**src/dcad_defines.vh**
```
// Shared constants for the DDR3 command and address decode block.
`ifndef DCAD_DEFINES_VH
`define DCAD_DEFINES_VH
// Command codes on {RAS#, CAS#, WE#} with chip select low.
`define DCAD_CMD_MRS   3'h0
`define DCAD_CMD_REF   3'h1
`define DCAD_CMD_PRE   3'h2
`define DCAD_CMD_ACT   3'h3
`define DCAD_CMD_WR    3'h4
`define DCAD_CMD_RD    3'h5
`define DCAD_CMD_ZQ    3'h6
`define DCAD_CMD_NOP   3'h7
// Address bit positions with extra meaning.
`define DCAD_AP_BIT    10
`define DCAD_BC_BIT    12
`define DCAD_COL_MSB   9
// Additive latency selections.
`define DCAD_AL_ZERO   2'h0
`define DCAD_AL_CLM1   2'h1
`define DCAD_AL_CLM2   2'h2
// Burst lengths in words.
`define DCAD_BL_FULL   4'h8
`define DCAD_BL_CHOP   4'h4
`endif

```
**src/dcad_burst_seq.v**
```verilog
// Burst word sequencer stepping on both crossings of the memory clock.
`timescale 1ns/1ps
`default_nettype none
module dcad_burst_seq (
    input  wire       mclk,
    input  wire       rstB,
    input  wire       start,
    input  wire [2:0] startCol,
    input  wire       len8,
    input  wire       interleave,
    input  wire       hold,
    input  wire       beatEdge,
    output reg        beatValid_q,
    output reg  [2:0] beatIdx_q,
    output reg        busy_q,
    output reg        done_q
);
    // ----------------------------------------------------------------
    // Word order within a burst
    // ----------------------------------------------------------------
    // A chopped burst wraps inside its nibble, a full burst inside eight words.
    function [2:0] wordOrder;
        input [2:0] col;
        input [2:0] n;
        input       full;
        input       intl;
        reg   [2:0] s;
        begin
            s = col + n;
            if (intl) begin
                wordOrder = col ^ n;
            end else if (full) begin
                wordOrder = s;
            end else begin
                wordOrder = {col[2], s[1:0]};
            end
        end
    endfunction

    reg [2:0] col_q;
    reg [2:0] cnt_q;
    reg       full_q;
    reg       intl_q;
    wire [2:0] lastIdx = full_q ? 3'h7 : 3'h3;

    always @(posedge mclk or negedge rstB) begin
        if (!rstB) begin
            col_q       <= 3'h0;
            cnt_q       <= 3'h0;
            full_q      <= 1'b0;
            intl_q      <= 1'b0;
            beatValid_q <= 1'b0;
            beatIdx_q   <= 3'h0;
            busy_q      <= 1'b0;
            done_q      <= 1'b0;
        end else begin
            beatValid_q <= 1'b0;
            done_q      <= 1'b0;
            if (start) begin
                col_q  <= startCol;
                cnt_q  <= 3'h0;
                full_q <= len8;
                intl_q <= interleave;
                busy_q <= 1'b1;
            end else if (busy_q && beatEdge && !hold) begin
                beatValid_q <= 1'b1;
                beatIdx_q   <= wordOrder(col_q, cnt_q, full_q, intl_q);
                cnt_q       <= cnt_q + 3'h1;
                if (cnt_q == lastIdx) begin
                    busy_q <= 1'b0;
                    done_q <= 1'b1;
                end
            end
        end
    end
endmodule // dcad_burst_seq
`default_nettype wire

```
**src/dcad_cmd_decode.v**
```verilog
// Command, clock-enable and address decode of an eight-bank x16 DDR3 device.
`timescale 1ns/1ps
`default_nettype none
`include "dcad_defines.vh"
// What this block does
// - Capture inputs only at CK rise crossing.
// - Read words step on both clock crossings.
// - CKE low freezes clock, command outputs, burst.
// - CKE low with banks idle enters low power.
// - Bank address selects one of eight banks.
// - Activate takes thirteen address bits as row.
// - Read and write use A0-A9 as column.
// - Mode register set loads address as opcode.
// - A10 high on access means auto-precharge.
// - A10 on precharge selects one or all.
// - Burst length four or eight words.
// - Burst order sequential or interleaved.
// - Additive latency zero, CL-1 or CL-2.
// - Eight banks, eight-word prefetch per access.
// - Chip select high masks every command.
// - RAS low, CAS high: activate or precharge.
// - RAS high, CAS low: read or write.
// - A12 low chops the burst on the fly.
module dcad_cmd_decode #(
    parameter BANKS   = 8,
    parameter BA_W    = 3,
    parameter ADDR_W  = 13,
    parameter CL_W    = 5
) (
    input  wire              mclk,
    input  wire              rst_b,
    input  wire              ckPin,
    input  wire              ckBPin,
    input  wire              ckePin,
    input  wire              csBPin,
    input  wire              rasBPin,
    input  wire              casBPin,
    input  wire              weBPin,
    input  wire [BA_W-1:0]   baPin,
    input  wire [ADDR_W-1:0] addrPin,
    input  wire              cfgBurst8,
    input  wire              cfgInterleave,
    input  wire [1:0]        cfgAlSel,
    input  wire [CL_W-1:0]   cfgCasLat,
    output reg               cmdValid_q,
    output reg  [2:0]        cmdCode_q,
    output reg  [BA_W-1:0]   bankSel_q,
    output reg  [ADDR_W-1:0] rowAddr_q,
    output reg  [9:0]        colAddr_q,
    output reg               autoPre_q,
    output reg               preAll_q,
    output reg               burstChop_q,
    output reg               modeLoad_q,
    output reg  [BA_W-1:0]   modeSel_q,
    output reg  [ADDR_W-1:0] modeOpcode_q,
    output reg  [BANKS-1:0]  bankOpen_q,
    output reg               powerDown_q,
    output reg               selfRefresh_q,
    output reg               clockRun_q,
    output reg  [CL_W-1:0]   addLat_q,
    output wire              beatValid_q,
    output wire [2:0]        beatIdx_q,
    output wire              burstBusy_q,
    output wire              burstDone_q
);
    // ----------------------------------------------------------------
    // Reset release and pin synchronisers
    // ----------------------------------------------------------------
    reg [1:0] rstSync_q;
    wire      rstB = rstSync_q[1];

    always @(posedge mclk or negedge rst_b) begin
        if (!rst_b) begin
            rstSync_q <= 2'h0;
        end else begin
            rstSync_q <= {rstSync_q[0], 1'b1};
        end
    end

    // All pins ride the same two stages, so command and clock stay aligned.
    localparam PIN_W = 7 + BA_W + ADDR_W;
    wire [PIN_W-1:0] pinBus = {ckPin, ckBPin, ckePin, csBPin, rasBPin, casBPin,
                               weBPin, baPin, addrPin};
    reg  [PIN_W-1:0] pinMeta_q;
    reg  [PIN_W-1:0] pinSync_q;

    always @(posedge mclk or negedge rstB) begin
        if (!rstB) begin
            pinMeta_q <= {PIN_W{1'b0}};
            pinSync_q <= {PIN_W{1'b0}};
        end else begin
            pinMeta_q <= pinBus;
            pinSync_q <= pinMeta_q;
        end
    end

    wire              ckS   = pinSync_q[PIN_W-1];
    wire              ckBS  = pinSync_q[PIN_W-2];
    wire              ckeS  = pinSync_q[PIN_W-3];
    wire              csBS  = pinSync_q[PIN_W-4];
    wire [2:0]        cmdS  = pinSync_q[PIN_W-5:PIN_W-7];
    wire [BA_W-1:0]   baS   = pinSync_q[ADDR_W+BA_W-1:ADDR_W];
    wire [ADDR_W-1:0] addrS = pinSync_q[ADDR_W-1:0];

    // ----------------------------------------------------------------
    // Clock crossing detection
    // ----------------------------------------------------------------
    // CK high with CK# low counts as the rising crossing; the reverse as falling.
    reg  ckHi_q;
    wire ckHiNow  = ckS & ~ckBS;
    wire ckLoNow  = ~ckS & ckBS;
    wire riseEdge = ckHiNow & ~ckHi_q;
    wire fallEdge = ckLoNow & ckHi_q;

    always @(posedge mclk or negedge rstB) begin
        if (!rstB) begin
            ckHi_q <= 1'b0;
        end else if (riseEdge) begin
            ckHi_q <= 1'b1;
        end else if (fallEdge) begin
            ckHi_q <= 1'b0;
        end
    end

    // ----------------------------------------------------------------
    // Command decode at the rising crossing
    // ----------------------------------------------------------------
    wire decodeOn = riseEdge & clockRun_q & ~csBS;
    wire isAct    = decodeOn && cmdS == `DCAD_CMD_ACT;
    wire isPre    = decodeOn && cmdS == `DCAD_CMD_PRE;
    wire isRd     = decodeOn && cmdS == `DCAD_CMD_RD;
    wire isWr     = decodeOn && cmdS == `DCAD_CMD_WR;
    wire isMrs    = decodeOn && cmdS == `DCAD_CMD_MRS;
    wire isRef    = decodeOn && cmdS == `DCAD_CMD_REF;
    wire isAccess = isRd | isWr;
    wire allIdle  = (bankOpen_q == {BANKS{1'b0}});
    wire ckeFall  = riseEdge & clockRun_q & ~ckeS;

    reg [BA_W-1:0] apBank_q;
    reg            apPending_q;

    always @(posedge mclk or negedge rstB) begin
        if (!rstB) begin
            cmdValid_q   <= 1'b0;
            cmdCode_q    <= `DCAD_CMD_NOP;
            bankSel_q    <= {BA_W{1'b0}};
            rowAddr_q    <= {ADDR_W{1'b0}};
            colAddr_q    <= 10'h000;
            autoPre_q    <= 1'b0;
            preAll_q     <= 1'b0;
            burstChop_q  <= 1'b0;
            modeLoad_q   <= 1'b0;
            modeSel_q    <= {BA_W{1'b0}};
            modeOpcode_q <= {ADDR_W{1'b0}};
        end else begin
            cmdValid_q <= 1'b0;
            modeLoad_q <= 1'b0;
            if (decodeOn && cmdS != `DCAD_CMD_NOP) begin
                cmdValid_q <= 1'b1;
                cmdCode_q  <= cmdS;
                bankSel_q  <= baS;
                autoPre_q  <= 1'b0;
                preAll_q   <= 1'b0;
            end
            if (isAct) begin
                rowAddr_q <= addrS;
            end
            if (isAccess) begin
                colAddr_q   <= addrS[`DCAD_COL_MSB:0];
                autoPre_q   <= addrS[`DCAD_AP_BIT];
                burstChop_q <= ~addrS[`DCAD_BC_BIT];
            end
            if (isPre) begin
                preAll_q <= addrS[`DCAD_AP_BIT];
            end
            if (isMrs) begin
                modeLoad_q   <= 1'b1;
                modeSel_q    <= baS;
                modeOpcode_q <= addrS;
            end
        end
    end

    // ----------------------------------------------------------------
    // Bank state
    // ----------------------------------------------------------------
    // Only one auto-precharge is tracked; a new access replaces it, which
    // matches a single data path that serves one burst at a time.
    always @(posedge mclk or negedge rstB) begin
        if (!rstB) begin
            bankOpen_q  <= {BANKS{1'b0}};
            apBank_q    <= {BA_W{1'b0}};
            apPending_q <= 1'b0;
        end else begin
            if (burstDone_q && apPending_q) begin
                bankOpen_q[apBank_q] <= 1'b0;
                apPending_q          <= 1'b0;
            end
            if (isAct) begin
                bankOpen_q[baS] <= 1'b1;
            end else if (isPre && addrS[`DCAD_AP_BIT]) begin
                bankOpen_q <= {BANKS{1'b0}};
            end else if (isPre) begin
                bankOpen_q[baS] <= 1'b0;
            end else if (isAccess) begin
                apBank_q    <= baS;
                apPending_q <= addrS[`DCAD_AP_BIT];
            end
        end
    end

    // ----------------------------------------------------------------
    // Clock enable, power-down and self refresh
    // ----------------------------------------------------------------
    always @(posedge mclk or negedge rstB) begin
        if (!rstB) begin
            clockRun_q    <= 1'b1;
            powerDown_q   <= 1'b0;
            selfRefresh_q <= 1'b0;
        end else if (riseEdge) begin
            clockRun_q <= ckeS;
            if (ckeFall && allIdle && isRef) begin
                selfRefresh_q <= 1'b1;
            end else if (ckeFall && allIdle) begin
                powerDown_q <= 1'b1;
            end else if (ckeS) begin
                powerDown_q   <= 1'b0;
                selfRefresh_q <= 1'b0;
            end
        end
    end

    // ----------------------------------------------------------------
    // Additive latency
    // ----------------------------------------------------------------
    always @(posedge mclk or negedge rstB) begin
        if (!rstB) begin
            addLat_q <= {CL_W{1'b0}};
        end else if (cfgAlSel == `DCAD_AL_CLM1) begin
            addLat_q <= cfgCasLat - {{(CL_W-1){1'b0}}, 1'b1};
        end else if (cfgAlSel == `DCAD_AL_CLM2) begin
            addLat_q <= cfgCasLat - {{(CL_W-2){1'b0}}, 2'h2};
        end else begin
            addLat_q <= {CL_W{1'b0}};
        end
    end

    // ----------------------------------------------------------------
    // Burst sequencing
    // ----------------------------------------------------------------
    // A chopped access moves four words of the eight-word prefetch.
    dcad_burst_seq i_dcad_burst_seq (
        .mclk        (mclk),
        .rstB        (rstB),
        .start       (isAccess),
        .startCol    (addrS[2:0]),
        .len8        (cfgBurst8 & addrS[`DCAD_BC_BIT]),
        .interleave  (cfgInterleave),
        .hold        (~clockRun_q),
        .beatEdge    (riseEdge | fallEdge),
        .beatValid_q (beatValid_q),
        .beatIdx_q   (beatIdx_q),
        .busy_q      (burstBusy_q),
        .done_q      (burstDone_q)
    );
endmodule // dcad_cmd_decode
`default_nettype wire

```
**config.mk**
```make
export PLATFORM = sky130hd
export DESIGN_NAME = dcad_cmd_decode
export DESIGN_NICKNAME = d
export VERILOG_FILES = /design/src/dcad_burst_seq.v /design/src/dcad_cmd_decode.v
export VERILOG_INCLUDE_DIRS = /design/src
export SDC_FILE = /design/constraint.sdc
export NUM_CORES = 1
export LEC_CHECK = 0
export ABC_AREA = 0
export BUFFER_PORTS_ARGS = -buffer_cell sky130_fd_sc_hd__buf_4
export CAP_MARGIN = 0
export CORE_UTILIZATION = 40
export CTS_CLUSTER_SIZE = 10
export DETAILED_ROUTE_END_ITERATION = 8
export PLACE_DENSITY = 0.62
export SLEW_MARGIN = 25
export SYNTH_ARGS = -nofsm -noshare
export SYNTH_HDL_FRONTEND = slang
export SYNTH_SLANG_ARGS = --single-unit
```
**constraint.sdc**
```tcl
create_clock -name mclk -period 5.3 [get_ports mclk]
set_input_delay 0 -clock mclk [delete_from_list [all_inputs] [get_ports mclk]]
set_output_delay 0 -clock mclk [all_outputs]
set_load 0.005 [all_outputs]
```
==> results by group <==
Place
  • # placed instances: 597
  • Input/output buffers: ~110
  • HPWL after DPL: between 6 and 7 mm
  • DP Area: between 5000 and 6000 µm²
  • Placer's final routability congestion estimate: 0.808

Floorplanning
  • Die Width: between 100 and 150 µm
  • Starting Density: 0.417
  • Chip Height: approximately 110 µm
  • Std cell rows: 39
  • I/O pin count: roughly 110
  • Die area: between 10000 and 15000 µm²
  • Core area: ~12000 µm²

Critical path
  • Worst r2r src: clockRun_q$_DFFE_PN1P_
  • Setup Crit Path Kind: flop to flop
  • CP Launch Point: clockRun_q$_DFFE_PN1P_
  • Worst Path Max Fanout: 16
  • WP data required: between 5 and 6 ns
  • CP endpoint kind: flop
  • Arrival @ worst endpoint: approximately 2.7 ns
  • CP Launch Type: flop

Timing
  • Tightest Pin Transition: 1.01 ns
  • Minimum clock period: between 2 and 2.5 ns
  • Clk_skew: ~0.0064 ns
  • Tcrit/Tclk final: 0.459
  • Slew headroom: 0.324
  • Fmax: 411 MHz
  • Sum of negative setup slack: 0 ns
  • Final Max Slew Viols: 0
  • Fin Hold WS: a little under 0.04 ns
  • Final setup violation count: 0
  • Hold Fails Final Rpt: 0
  • RSZ-0062 raised after global routing: no

Global routing
  • Largest net degree at the start of global routing: 67
  • Vias in the first global route: roughly 3500
  • Initial antenna violation count: 0
  • First-pass GRT wire length: 17.5 mm
  • GRT Util Overall: 0.184
  • GR Overflow Total: 0

Yosys
  • Yosys reg bits: 130
  • Top FF cell, synth: dfrtp_1
  • Register area share after synthesis: 0.676
  • Count leader, synth: dfrtp_1
  • Distinct cells, synth: between 40 and 50
  • Synth warn: 0
  • Post-synth top area share: 0.654
  • Syn Area/Cell: approximately 13 µm²
  • Most area-hungry cell type in the Yosys netlist: dfrtp_1
  • Post-Syn Instances: around 360
  • EDFF count, synth: 0
  • Post-Syn Area: between 4000 and 5000 µm²
  • Most frequent cells after synthesis: dfrtp_1 (126), nand2_1 (59), mux2_2 (23)
  • Post-synth net total: ~400
  • Synth area leaders: dfrtp_1 (65%), mux2_2 (5.4%), nand2_1 (4.6%), mux2_4 (3.1%), dfstp_2 (2.2%)
  • Fraction of registers with async set/reset: 1.00

Clock tree
  • Clk sinks: 130
  • Clk slew on worst S/H paths: ~0.060 ns
  • Post-CTS sizing: 0
  • Root Buffer: clkbuf_16
  • CTS Buffer Depth: 2
  • CTS tree: done
  • TritonCTS buffer count: 17
  • Clock H-tree levels: 4
  • Setup bufs post-CTS: 0
  • Clk_lat worst skew: approximately 0.41 ns
  • Hold buffers post-CTS: 34

Pwr
  • Cell Int Power: between 0.0015 and 0.002 W
  • Clock Power Share: 0.437
  • Pleak: about 3.4 nW
  • Worst VDD drop: about 0.23 mV
  • Sw Ratio: 0.231
  • Flop pwr share: 0.458
  • Sw power: 0.000592 W
  • Power per Cell Area: 386 nW/µm²
  • Logic pwr share: 0.105

Finish
  • Total Nets Final: 548
  • Area growth syn-to-layout: 37.9%
  • Final design utilization: 0.575
  • Multi-input logic area: 1450 µm²
  • Layout cells sized above 1: 0.341
  • Reg area: 3260 µm²
  • Layout Cells excl Fill: 662
  • Fin area: approximately 6600 µm²
  • Diode count: 0
  • Fill count: around 950

Detailed routing
  • Drt first pass iters: 7
  • Initial DRC Count: between 200 and 250
  • Mean number of vias per cell: ~5.0
  • Vias: about 3300
  • ANT nets after route: 0
  • Drt total wl: 10.6 mm
  • Wire per inst: ~16 µm
  • DRC viols: 8

Min path
  • Tightest Hold Check Type: input pin to flop
  • Worst hold start: cfgAlSel[1]

Status
  • Status: finished with violations
  • Failing checks: DRC

Run
  • Max-cap viol count: 0
[layout make-up]
cell class,count,share of cell area
timing repair buffer,141,0.172
inverter,12,0.00677
clock buffer,22,0.0698
clock inverter,9,0.0162
multi-input combinational,205,0.218
sequential,130,0.491
tap,143,0.0269
[through the flow]
| stage | worst slack (ns) | total power, W |
|---|---|---|
| 2_1_floorplan | 1.42 | 0.00128 |
| 3_3_place_gp | 2.98 | 0.00143 |
| 3_5_place_dp | 2.87 | 0.00145 |
| 4_1_cts | 2.87 | 0.00260 |
| 5_1_grt | 2.76 | 0.00268 |
| 6_report | 2.87 | 0.00257 |
[cells in the final DEF (no fill, tap or decap), types with 3 or more instances in the layout]
master / n
nand3_1: 4
dfrtp_1: 125
clkbuf_16: 17
a21oi_1: 3
ha_1: 6
nand2_1: 59
mux2i_1: 3
xnor2_1: 5
nand4_1: 3
o22ai_1: 4
o21a_1: 3
buf_4: 107
clkbuf_1: 3
mux2_2: 23
nand2b_1: 6
o21ai_0: 15
dfstp_2: 4
dlygate4sd3_1: 34
clkinv_2: 3
o221ai_1: 6
o31ai_1: 6
a31oi_1: 6
nor2_1: 10
inv_1: 12
nor3_1: 5
mux2_4: 10
[worst paths after layout]
path                            slack [ns]                           end  cells past startpoint
worst max register to register        2.87  modeOpcode_q[10]$_DFFE_PN0P_                      4
worst min register to register        0.34        pinSync_q[5]$_DFF_PN0_                      0
worst max-delay path                  2.87  modeOpcode_q[10]$_DFFE_PN0P_                      4
max in group asynchronous             3.53       pinMeta_q[15]$_DFF_PN0_                      1
worst min-delay path                  0.04         addLat_q[0]$_DFF_PN0_                      3
min in group asynchronous             0.42        pinMeta_q[0]$_DFF_PN0_                      0
[kinds of logic (layout without fill, tap and decap cells)]
kind of cell	after synthesis	in the layout	share of synthesized area
buffers and inverters	27	184	0.0239
other	1	1	0.000778
adders and majority gates	7	7	0.0197
xor gates and xnor gates	5	5	0.00908
and+or+nand+nor	104	104	0.106
AOI/OAI and AO/OA	52	52	0.0734
DFF	130	130	0.676
muxes	36	36	0.0911
[per-layer routing]
| metal | part of all wire | global-route usage |
|---|---|---|
| met1 | 0.44 | 0.232 |
| met3 | 0.060 | 0.0615 |
| met4 | 0.016 | 0.0874 |
| met5 | 0 | 0 |
| met2 | 0.49 | 0.286 |
[sequential cells by signal, indices dropped and copies added (netlist names), 2 cells and up]
name                        flops
addLat_q                        5
apBank_q                        3
bankOpen_q                      8
bankSel_q                       3
cmdCode_q                       3
colAddr_q                      10
i_dcad_burst_seq.beatIdx_q      3
i_dcad_burst_seq.cnt_q          3
modeOpcode_q                   13
modeSel_q                       3
pinMeta_q                      23
pinSync_q                      23
rowAddr_q                      13
rstSync_q                       2
[power groups by stage]
stage	clock [W]	combinational (W)	sequential (W)
6_report	0.00112	0.000271	0.00117
5_1_grt	0.00119	0.000301	0.00119
4_1_cts	0.00115	0.000275	0.00118
3_5_place_dp	0	0.000253	0.00119
3_3_place_gp	0	0.000244	0.00119
2_1_floorplan	0	0.000103	0.00118
[critical path: stages, from the launching register on]
cell     delay, ns
dfstp_2       0.56
nor2b_1       0.40
nand2_2       0.14
or3_1         0.76
mux2_4        0.46
No activity file was read; power rests on OpenSTA's default activity.
